`src/rtl/bfr_pkg.sv`:
```
// Purpose: constants for the bus fault reaction and fault code block
// Assumes: object access arrives as a decoded index/data strobe pair
// Notes: object indices are kept as printed
package bfr_pkg;
    // object indices
    localparam logic [15:0] IDX_REACTION = 16'h6007;
    localparam logic [15:0] IDX_FAULT_CODE = 16'h603F;
    localparam logic [15:0] IDX_REACTION_PARAM = 16'h0184;
    localparam logic [15:0] IDX_CURRENT_FAULT = 16'h0104;
    // reaction settings, object coding
    localparam logic [15:0] REACT_NONE = 16'h0000;
    localparam logic [15:0] REACT_FAULT = 16'h0001;
    localparam logic [15:0] REACT_SWITCH_OFF = 16'h0002;
    localparam logic [15:0] REACT_QSTOP = 16'h0003;
    localparam logic [15:0] REACT_RAMP_ERR = 16'hFFFF;
    localparam logic [15:0] REACT_QSTOP_ERR = 16'hFFFE;
    localparam logic [15:0] REACT_RESET = 16'h0001;
    // internal parameter coding of the negative settings
    localparam logic [15:0] PARAM_RAMP_ERR = 16'h0004;
    localparam logic [15:0] PARAM_QSTOP_ERR = 16'h0005;
    // command source selection value for state machine control
    localparam logic [15:0] SRC_STATE_MACHINE = 16'h0001;
    // fault classes
    localparam logic [3:0] CLS_NONE = 4'h0;
    localparam logic [3:0] CLS_OVERLOAD = 4'h1;
    localparam logic [3:0] CLS_CASE_TEMP = 4'h2;
    localparam logic [3:0] CLS_INSIDE_TEMP = 4'h3;
    localparam logic [3:0] CLS_MOTOR_TEMP = 4'h4;
    localparam logic [3:0] CLS_PHASE_CURR = 4'h5;
    localparam logic [3:0] CLS_DC_LINK = 4'h7;
    localparam logic [3:0] CLS_ELEC_SUPPLY = 4'h8;
    localparam logic [3:0] CLS_EARTH_FAULT = 4'hD;
    // profile codes
    localparam logic [15:0] CODE_NONE = 16'h0000;
    localparam logic [15:0] CODE_OVERLOAD = 16'h2310;
    localparam logic [15:0] CODE_CASE_TEMP = 16'h4210;
    localparam logic [15:0] CODE_INSIDE_TEMP = 16'h4110;
    localparam logic [15:0] CODE_MOTOR_TEMP = 16'h4310;
    localparam logic [15:0] CODE_PHASE_CURR = 16'h2340;
    localparam logic [15:0] CODE_DC_LINK = 16'h3210;
    localparam logic [15:0] CODE_ELEC_SUPPLY = 16'h5111;
    localparam logic [15:0] CODE_EARTH_FAULT = 16'h2330;
    localparam logic [15:0] CODE_GENERIC = 16'h1000;
    // drive commands issued to the drive state machine
    typedef enum logic [2:0] {
        BFR_CMD_NONE, BFR_CMD_FAULT, BFR_CMD_DISABLE_VOLTAGE,
        BFR_CMD_QUICK_STOP, BFR_CMD_DISABLE_OP
    } bfr_cmd_e;
endpackage

```
`src/rtl/bfr_code_map.sv`:
```
// Purpose: maps an internal fault class to its profile error code
// Assumes: class is stable while a fault is reported
// Notes: purely combinational
`timescale 1ns/1ps
module bfr_code_map (
    // fault class
    input wire logic [3:0] class_in,
    // profile code
    output logic [15:0] code_out,
    output logic generic_out
);
    always_comb begin
        generic_out = 1'b0;
        case (class_in)
            bfr_pkg::CLS_NONE: code_out = bfr_pkg::CODE_NONE;
            bfr_pkg::CLS_OVERLOAD: code_out = bfr_pkg::CODE_OVERLOAD;
            bfr_pkg::CLS_CASE_TEMP: code_out = bfr_pkg::CODE_CASE_TEMP;
            bfr_pkg::CLS_INSIDE_TEMP: code_out = bfr_pkg::CODE_INSIDE_TEMP;
            bfr_pkg::CLS_MOTOR_TEMP: code_out = bfr_pkg::CODE_MOTOR_TEMP;
            bfr_pkg::CLS_PHASE_CURR: code_out = bfr_pkg::CODE_PHASE_CURR;
            bfr_pkg::CLS_DC_LINK: code_out = bfr_pkg::CODE_DC_LINK;
            bfr_pkg::CLS_ELEC_SUPPLY: code_out = bfr_pkg::CODE_ELEC_SUPPLY;
            bfr_pkg::CLS_EARTH_FAULT: code_out = bfr_pkg::CODE_EARTH_FAULT;
            default: begin
                code_out = bfr_pkg::CODE_GENERIC;
                generic_out = 1'b1;
            end
        endcase
    end
endmodule

```
`src/rtl/bfr_top.sv`:
```
// Purpose: bus connection failure reaction and last fault code objects
// Assumes: object reads/writes arrive decoded from the SDO server
// Notes: drive state machine lives outside; this block issues commands
//
// Operation
// - BusOff, guarding, heartbeat, SYNC, RxPDO length or leaving operational flag failure.
// - setting 0 takes no action and keeps the operating point.
// - setting 1, the default, sends the drive straight to fault.
// - setting 2 issues disable voltage and goes to switch-on-disabled.
// - setting 3 under state-machine control quick-stops to switch-on-disabled.
// - setting 3 under contact control goes to fault immediately.
// - setting -1 ramps down, then faults once at standstill.
// - setting -2 quick-stops, then faults once at standstill.
// - settings -2 to 3 accepted; only the setting 3 response depends on command source.
// - object and internal parameter are one value; 4,5 mean -1,-2.
// - save command stores a written setting, restored at power-up.
// - fault reset refused until the node is operational again.
// - fault reset refused until the failure cause is removed.
// - after a length error, RxPDO data dropped up to and including the first correct frame.
// - last fault profile code held in read-only 16-bit object.
// - code 0000 with no fault, 2310 for inverter overload.
// - 4210 case, 4110 inside, 4310 motor temperature faults.
// - 2340 phase current, 3210 DC link, 5111 electronics supply.
// - 2330 earth fault; any other class reports 1000.
// - native fault code readable via current-fault parameter.
// - emergency carries profile code in bytes 0-1, native in 4-7.
// - command source value 1 means state-machine control.
`timescale 1ns/1ps
module bfr_top (
    // clock and reset
    input wire logic clk_in,
    input wire logic rst_in,
    // object access
    input wire logic obj_wr_in,
    input wire logic obj_rd_in,
    input wire logic [15:0] obj_index_in,
    input wire logic [15:0] obj_wdata_in,
    output logic [15:0] obj_rdata_out,
    output logic obj_ack_out,
    output logic obj_err_out,
    // non-volatile store
    input wire logic save_cmd_in,
    input wire logic nv_valid_in,
    input wire logic [15:0] nv_value_in,
    output logic nv_wr_out,
    output logic [15:0] nv_wdata_out,
    // failure sources
    input wire logic bus_off_in,
    input wire logic guard_lost_in,
    input wire logic heartbeat_lost_in,
    input wire logic sync_err_in,
    input wire logic rxpdo_len_err_in,
    input wire logic nmt_operational_in,
    input wire logic rxpdo_frame_in,
    input wire logic rxpdo_len_ok_in,
    output logic rxpdo_accept_out,
    // drive state machine
    input wire logic [15:0] cmd_source_in,
    input wire logic standstill_in,
    input wire logic fault_reset_in,
    output logic [2:0] drive_cmd_out,
    output logic drive_cmd_valid_out,
    output logic reset_accepted_out,
    // internal faults
    input wire logic fault_event_in,
    input wire logic [3:0] fault_class_in,
    input wire logic [15:0] native_code_in,
    output logic [15:0] current_fault_out,
    output logic emcy_valid_out,
    output logic [63:0] emcy_data_out
);
    typedef enum logic [1:0] {BFR_IDLE, BFR_WAIT_STOP, BFR_DONE} bfr_state_e;

    // object value to internal coding
    function automatic logic [15:0] bfr_to_param(input logic [15:0] v);
        if (v == bfr_pkg::REACT_RAMP_ERR) begin
            return bfr_pkg::PARAM_RAMP_ERR;
        end else if (v == bfr_pkg::REACT_QSTOP_ERR) begin
            return bfr_pkg::PARAM_QSTOP_ERR;
        end else begin
            return v;
        end
    endfunction

    function automatic logic bfr_legal(input logic [15:0] v);
        return ($signed(v) >= -16'sd2) && ($signed(v) <= 16'sd3);
    endfunction

    //------------------------------------------------------------
    // state
    //------------------------------------------------------------
    logic [15:0] reaction;
    logic [15:0] next_reaction;
    logic dirty;
    logic next_dirty;
    logic nv_loaded;
    logic next_nv_loaded;
    bfr_state_e state;
    bfr_state_e next_state;
    logic op_prev;
    logic next_op_prev;
    logic failed;
    logic next_failed;
    logic len_block;
    logic next_len_block;
    logic [15:0] last_code;
    logic [15:0] next_last_code;
    logic [15:0] current_fault;
    logic [15:0] next_current_fault;
    logic [15:0] rdata;
    logic [15:0] next_rdata;
    logic ack;
    logic next_ack;
    logic err;
    logic next_err;
    logic [2:0] cmd;
    logic [2:0] next_cmd;
    logic cmd_valid;
    logic next_cmd_valid;
    logic nv_wr;
    logic next_nv_wr;
    logic emcy_valid;
    logic next_emcy_valid;
    logic [63:0] emcy_data;
    logic [63:0] next_emcy_data;
    logic rst_ok;
    logic next_rst_ok;

    logic [15:0] mapped_code;
    logic fail_event;
    logic sm_ctrl;
    logic cause_present;

    bfr_code_map u_map (
        .class_in(fault_class_in),
        .code_out(mapped_code),
        .generic_out()
    );

    //------------------------------------------------------------
    // failure detection
    //------------------------------------------------------------
    assign fail_event = bus_off_in | guard_lost_in | heartbeat_lost_in | sync_err_in
                        | rxpdo_len_err_in | (op_prev & ~nmt_operational_in);
    assign sm_ctrl = (cmd_source_in == bfr_pkg::SRC_STATE_MACHINE);
    assign cause_present = bus_off_in | guard_lost_in | heartbeat_lost_in | sync_err_in
                           | len_block;

    //------------------------------------------------------------
    // next state
    //------------------------------------------------------------
    always_comb begin
        next_reaction = reaction;
        next_dirty = dirty;
        next_nv_loaded = nv_loaded;
        next_state = state;
        next_op_prev = nmt_operational_in;
        next_failed = failed;
        next_len_block = len_block;
        next_last_code = last_code;
        next_current_fault = current_fault;
        next_rdata = rdata;
        next_ack = 1'b0;
        next_err = 1'b0;
        next_cmd = cmd;
        next_cmd_valid = 1'b0;
        next_nv_wr = 1'b0;
        next_emcy_valid = 1'b0;
        next_emcy_data = emcy_data;
        next_rst_ok = 1'b0;
        // stored value overrides the parameter once after power-up
        if (!nv_loaded && nv_valid_in) begin
            next_nv_loaded = 1'b1;
            if (bfr_legal(nv_value_in)) begin
                next_reaction = bfr_to_param(nv_value_in);
            end
        end
        // object access
        if (obj_wr_in) begin
            next_ack = 1'b1;
            if (obj_index_in == bfr_pkg::IDX_REACTION && bfr_legal(obj_wdata_in)) begin
                next_reaction = bfr_to_param(obj_wdata_in);
                next_dirty = 1'b1;
            end else if (obj_index_in == bfr_pkg::IDX_REACTION_PARAM &&
                         obj_wdata_in <= bfr_pkg::PARAM_QSTOP_ERR) begin
                next_reaction = obj_wdata_in;
            end else begin
                next_err = 1'b1;
            end
        end else if (obj_rd_in) begin
            next_ack = 1'b1;
            if (obj_index_in == bfr_pkg::IDX_REACTION) begin
                if (reaction == bfr_pkg::PARAM_RAMP_ERR) begin
                    next_rdata = bfr_pkg::REACT_RAMP_ERR;
                end else if (reaction == bfr_pkg::PARAM_QSTOP_ERR) begin
                    next_rdata = bfr_pkg::REACT_QSTOP_ERR;
                end else begin
                    next_rdata = reaction;
                end
            end else if (obj_index_in == bfr_pkg::IDX_REACTION_PARAM) begin
                next_rdata = reaction;
            end else if (obj_index_in == bfr_pkg::IDX_FAULT_CODE) begin
                next_rdata = last_code;
            end else if (obj_index_in == bfr_pkg::IDX_CURRENT_FAULT) begin
                next_rdata = current_fault;
            end else begin
                next_rdata = 16'h0000;
                next_err = 1'b1;
            end
        end
        // save command
        if (save_cmd_in && dirty) begin
            next_nv_wr = 1'b1;
            next_dirty = 1'b0;
        end
        // length error gating
        if (rxpdo_len_err_in) begin
            next_len_block = 1'b1;
        end else if (rxpdo_frame_in && rxpdo_len_ok_in) begin
            next_len_block = 1'b0;
        end
        // internal fault capture
        if (fault_event_in) begin
            next_last_code = mapped_code;
            next_current_fault = native_code_in;
            next_emcy_valid = 1'b1;
            next_emcy_data = {16'h0000, native_code_in, 16'h0000, mapped_code};
        end
        // reaction sequencer
        case (state)
            BFR_IDLE: begin
                if (fail_event) begin
                    next_failed = 1'b1;
                    next_cmd_valid = 1'b1;
                    next_state = BFR_DONE;
                    case (reaction)
                        bfr_pkg::REACT_NONE: begin
                            next_cmd = bfr_pkg::BFR_CMD_NONE;
                            next_cmd_valid = 1'b0;
                        end
                        bfr_pkg::REACT_FAULT: next_cmd = bfr_pkg::BFR_CMD_FAULT;
                        bfr_pkg::REACT_SWITCH_OFF: next_cmd = bfr_pkg::BFR_CMD_DISABLE_VOLTAGE;
                        bfr_pkg::REACT_QSTOP: begin
                            next_cmd = sm_ctrl ? bfr_pkg::BFR_CMD_QUICK_STOP : bfr_pkg::BFR_CMD_FAULT;
                        end
                        bfr_pkg::PARAM_RAMP_ERR: begin
                            next_cmd = bfr_pkg::BFR_CMD_DISABLE_OP;
                            next_state = BFR_WAIT_STOP;
                        end
                        bfr_pkg::PARAM_QSTOP_ERR: begin
                            next_cmd = bfr_pkg::BFR_CMD_QUICK_STOP;
                            next_state = BFR_WAIT_STOP;
                        end
                        default: next_cmd = bfr_pkg::BFR_CMD_FAULT;
                    endcase
                end
            end
            BFR_WAIT_STOP: begin
                if (standstill_in) begin
                    next_cmd = bfr_pkg::BFR_CMD_FAULT;
                    next_cmd_valid = 1'b1;
                    next_state = BFR_DONE;
                end
            end
            default: begin
                if (fault_reset_in && failed && nmt_operational_in && !cause_present) begin
                    next_rst_ok = 1'b1;
                    next_failed = 1'b0;
                    next_cmd = bfr_pkg::BFR_CMD_NONE;
                    next_state = BFR_IDLE;
                end
            end
        endcase
    end

    //------------------------------------------------------------
    // registers
    //------------------------------------------------------------
    always_ff @(posedge clk_in or posedge rst_in) begin
        if (rst_in) begin
            reaction <= bfr_pkg::REACT_RESET;
            dirty <= 1'b0;
            nv_loaded <= 1'b0;
            state <= BFR_IDLE;
            op_prev <= 1'b0;
            failed <= 1'b0;
            len_block <= 1'b0;
            last_code <= bfr_pkg::CODE_NONE;
            current_fault <= 16'h0000;
            rdata <= 16'h0000;
            ack <= 1'b0;
            err <= 1'b0;
            cmd <= bfr_pkg::BFR_CMD_NONE;
            cmd_valid <= 1'b0;
            nv_wr <= 1'b0;
            emcy_valid <= 1'b0;
            emcy_data <= 64'h0;
            rst_ok <= 1'b0;
        end else begin
            reaction <= next_reaction;
            dirty <= next_dirty;
            nv_loaded <= next_nv_loaded;
            state <= next_state;
            op_prev <= next_op_prev;
            failed <= next_failed;
            len_block <= next_len_block;
            last_code <= next_last_code;
            current_fault <= next_current_fault;
            rdata <= next_rdata;
            ack <= next_ack;
            err <= next_err;
            cmd <= next_cmd;
            cmd_valid <= next_cmd_valid;
            nv_wr <= next_nv_wr;
            emcy_valid <= next_emcy_valid;
            emcy_data <= next_emcy_data;
            rst_ok <= next_rst_ok;
        end
    end

    //------------------------------------------------------------
    // outputs
    //------------------------------------------------------------
    assign obj_rdata_out = rdata;
    assign obj_ack_out = ack;
    assign obj_err_out = err;
    assign nv_wr_out = nv_wr;
    assign nv_wdata_out = (reaction == bfr_pkg::PARAM_RAMP_ERR) ? bfr_pkg::REACT_RAMP_ERR :
                          (reaction == bfr_pkg::PARAM_QSTOP_ERR) ? bfr_pkg::REACT_QSTOP_ERR : reaction;
    assign rxpdo_accept_out = rxpdo_frame_in & ~len_block & ~rxpdo_len_err_in;
    assign drive_cmd_out = cmd;
    assign drive_cmd_valid_out = cmd_valid;
    assign reset_accepted_out = rst_ok;
    assign current_fault_out = current_fault;
    assign emcy_valid_out = emcy_valid;
    assign emcy_data_out = emcy_data;

    //------------------------------------------------------------
    // checks
    //------------------------------------------------------------
    fault_direct_a: assert property (@(posedge clk_in) disable iff (rst_in)
        (state == BFR_IDLE && fail_event && reaction == bfr_pkg::REACT_FAULT)
        |=> (cmd_valid && cmd == bfr_pkg::BFR_CMD_FAULT))
        else $error("setting 1 did not fault");
    no_reaction_a: assert property (@(posedge clk_in) disable iff (rst_in)
        (state == BFR_IDLE && fail_event && reaction == bfr_pkg::REACT_NONE) |=> !cmd_valid)
        else $error("setting 0 issued a command");
    qstop_src_a: assert property (@(posedge clk_in) disable iff (rst_in)
        (state == BFR_IDLE && fail_event && reaction == bfr_pkg::REACT_QSTOP && sm_ctrl)
        |=> (cmd == bfr_pkg::BFR_CMD_QUICK_STOP))
        else $error("setting 3 did not quick stop");
    wait_stop_a: assert property (@(posedge clk_in) disable iff (rst_in)
        (state == BFR_WAIT_STOP && !standstill_in) |=> !(cmd_valid && cmd == bfr_pkg::BFR_CMD_FAULT))
        else $error("fault before standstill");
    reset_gate_a: assert property (@(posedge clk_in) disable iff (rst_in)
        rst_ok |-> $past(nmt_operational_in) && !$past(cause_present))
        else $error("fault reset accepted too early");
    once_only_a: assert property (@(posedge clk_in) disable iff (rst_in)
        (state == BFR_DONE) ##1 (state == BFR_DONE) |-> !cmd_valid)
        else $error("reaction repeated");
    len_drop_a: assert property (@(posedge clk_in) disable iff (rst_in)
        len_block |-> !rxpdo_accept_out)
        else $error("rxpdo accepted while blocked");
    emcy_layout_a: assert property (@(posedge clk_in) disable iff (rst_in)
        fault_event_in |=> emcy_valid && emcy_data[15:0] == $past(mapped_code))
        else $error("emergency code bytes wrong");
endmodule

```
`config.mk`:
```
export PLATFORM = sky130hd
export DESIGN_NAME = bfr_top
export DESIGN_NICKNAME = d
export VERILOG_FILES = /design/src/rtl/bfr_pkg.sv /design/src/rtl/bfr_code_map.sv /design/src/rtl/bfr_top.sv
export SDC_FILE = /design/constraint.sdc
export NUM_CORES = 1
export LEC_CHECK = 0
export BUFFER_PORTS_ARGS = -buffer_cell sky130_fd_sc_hd__buf_2
export CAP_MARGIN = 20
export CORE_ASPECT_RATIO = 0.8
export CORE_UTILIZATION = 49
export DETAILED_ROUTE_END_ITERATION = 8
export GPL_TIMING_DRIVEN = 0
export PLACE_DENSITY_LB_ADDON = 0.25
export SLEW_MARGIN = 5
export SYNTH_ARGS = -nofsm -noshare
export SYNTH_HDL_FRONTEND = slang
export SYNTH_SLANG_ARGS = --single-unit
```
`constraint.sdc`:
```
create_clock -name clk_in -period 7.15 [get_ports clk_in]
set_input_delay 1.43 -clock clk_in [delete_from_list [all_inputs] [get_ports clk_in]]
set_output_delay 1.43 -clock clk_in [all_outputs]
set_load 0.1 [all_outputs]
```
==> metrics <==
CTS resizes=0; global-route wire length before repair=about 18 mm; number of enable flip-flop cells after synthesis=0; maxcap violations=0; CP Buf/Inv Count=3; Iter 0 DRT Violations=around 190; most frequent cells in the layout=buf_2, dfrtp_1, buf_4; Lkg Pwr=roughly 2.9 nW; hold path depth=1; #FFs+latches synth=73; Mean Syn Cell Area=approximately 9.6 um2; hold path startpoint=nv_loaded; fin. max-slew vios=0; Layout fillers=approximately 690; Reg clk slew, reported paths=roughly 0.070 ns; setup bufs post-CTS=0; Hold Path End=nv_loaded; CTS H-tree lvls=3; vias in the first global route=about 3800; DR vias=3942; I/O pin count=approximately 220; RR Endpoint=obj_rdata_out[10]; die height=84.1 um; antenna violations before repair=0; drt wl/cell=around 14 um; final core occ=0.689; cell count after synthesis=~430; Crit path top cell by count=buf_2; r2r worst-path depth=7; Initial Utilization=0.512; final wirelength=10.9 mm; Synth cell types=around 60; I/O Buffers=between 150 and 200; Power Density=roughly 250 mW/mm2; CP Class=flop to output port; Clock Path Buffers=2; Rows=29; grt ovf=0; actual slew at the worst max-slew pin=around 0.7 ns; status=completed; Placed Area=about 0.0053 mm2; synth warn=0; clk_lat worst skew=0.34 ns; Startpoint Class=flop; Hold Path Class=flop to flop; die area=approximately 0.0088 mm2; Global Route Usage Sum=0.253; Max FO, Critical Path=10; CTS Buf Count=9; Crit. End Element=output port; CTS root buffer=clkbuf_8; ANT cells=0; hold buffer count at CTS=0; post-synthesis sequential area ratio=0.443; Clock Skews=~0.011 ns; Max stage delay on crit path=around 0.43 ns; Critical Path AT=~2.7 ns; Final Hold Viols=0; Routed Antenna Nets=0; Reg2Reg Setup Slack=approximately 4.9 ns; fin crit share=0.582; Die W=roughly 100 um; slowest CP cell=dfrtp_1; CP Cell Sequence=nor4_1 > nand4_1 > or2_2 > buf_2 > clkbuf_1 > nand2b_1 > buf_2; commonest non-fill, non-tap cell in the layout=buf_2; Mapped Area=0.00413 mm2; unrepaired setup endpoints after global routing=no; share of cells above drive strength 1=0.450; Peak VDD IR=156 uV; Synth-to-Final Area Change=34.6%; FFs w/ async S/R, synth=1.00; cell area after layout=0.00555 mm2; prevailing post-synth register cell=dfrtp_1; Detailed Place HPWL=8.70 mm; Setup TNS=0 ns; reg2reg start=reaction[4]; final setup fails=0; gpl congestion=~0.90; DRC viols=0; drt first pass iters=5; CTS tree=yes; Final Critical Period=about 4.2 ns; Worst Path Required=between 5 and 6 ns; Final Net Count=between 700 and 800; Rel. slew slack=0.529; largest net degree at the start of global routing=70; core area=slightly above 0.008 mm2; DR vias/cell=5.12; CTS Sinks=73; Fmax=between 200 and 250 MHz; critical path's top delay family=simple AND/OR/NAND/NOR gates
==> kinds of logic (layout without fill, tap and decap cells) <==
logic type,Yosys count,after routing,share of synthesized area
AND/OR/NAND/NOR,164,164,0.217
AO/OA/AOI/OAI,84,84,0.144
buffers and inverters,81,277,0.128
flip-flops,73,73,0.443
multiplexers,23,23,0.0628
XOR/XNOR,2,2,0.00425
other,1,39,0.000909
==> worst reg2reg max path, stage by stage, from the launching register on <==
cell and delay (ns):
dfrtp_1 0.43, nor4_1 0.29, nand4_1 0.26, or2_2 0.36, buf_2 0.20, nor3_4 0.34
o21ai_0 0.13, a31oi_1 0.21
==> layout make-up <==
cell class	count	area (um2)	area share
clock buffer	10	138	0.0248
multi-input combinational	312	1910	0.345
clock inverter	5	80.1	0.0144
timing repair buffer	181	928	0.167
sequential	73	1830	0.329
inverter	10	40.0	0.00721
tap	108	135	0.0243
buffer	71	489	0.0881
==> how the worst max path moves through the flow <==
| stage | start | to | slack, ns | depth (start not counted) |
|---|---|---|---|---|
| after floorplan | rxpdo_len_err_in | rxpdo_accept_out | 2.08 | 1 |
| after global placement | rst_in | current_fault_out[0] | 3.01 | 2 |
| after detailed placement | reaction[4] | nv_wdata_out[7] | 3.34 | 7 |
| after CTS | reaction[4] | nv_wdata_out[7] | 2.96 | 7 |
| after global routing | reaction[4] | nv_wdata_out[7] | 2.74 | 7 |
| final | reaction[4] | nv_wdata_out[7] | 2.99 | 7 |
==> Yosys cell counts, drive strengths merged, types with 4 or more instances <==
cell     n  area (um2)
nor3    11        82.6
nand3    8        45.0
nand2   31         119
clkbuf  12        45.0
o21ai   18        93.8
o31ai    4        30.0
nor2    38         145
and2    14        87.6
buf     59         444
nor4    12        81.3
o22ai    4        25.0
a31oi    9        56.3
inv     10        37.5
o221a    7        78.8
nand2b  18         113
nand4   11        68.8
a21oi   23         119
mux2    20         229
dfrtp   72        1800
==> power breakdown <==
part           switching [mW]  leakage (nW)  internal, mW
clock network           0.148         0.104         0.203
logic                   0.487          1.85         0.109
registers              0.0253         0.907         0.442
==> state kept, by name, indices dropped and copies added (netlist names) <==
signal	flops
drive_cmd_out	3
failed	1
reset_accepted_out	1
nv_loaded	1
emcy_data_out	9
reaction	16
current_fault_out	16
drive_cmd_valid_out	1
nv_wr_out	1
op_prev	1
obj_ack_out	1
len_block	1
obj_err_out	1
emcy_valid_out	1
state	2
dirty	1
obj_rdata_out	16
==> layer usage <==
layer | up-vias | track usage | routed length, um | part of all wire
met5 | - | 0 | 0 | 0
met4 | 0 | 0.0768 | 155 | 0.014
met3 | 16 | 0.0500 | 711 | 0.065
met2 | 177 | 0.430 | 5350 | 0.49
met1 | 1847 | 0.327 | 4670 | 0.43
li1 | 1902 | - | - | -
==> through the flow <==
step / power [mW] / worst slack (ns) / hold slack, ns / std cells
global route: 1.46 / 2.74 / 0.475 / 770
floorplan: 0.969 / 2.08 / 0.426 / 466
CTS: 1.42 / 2.96 / 0.461 / 770
finish: 1.42 / 2.99 / 0.456 / 770
global placement: 1.06 / 3.01 / 0.441 / 754
detailed placement: 1.07 / 3.34 / 0.441 / 755
(Power assumes the default switching activity.)
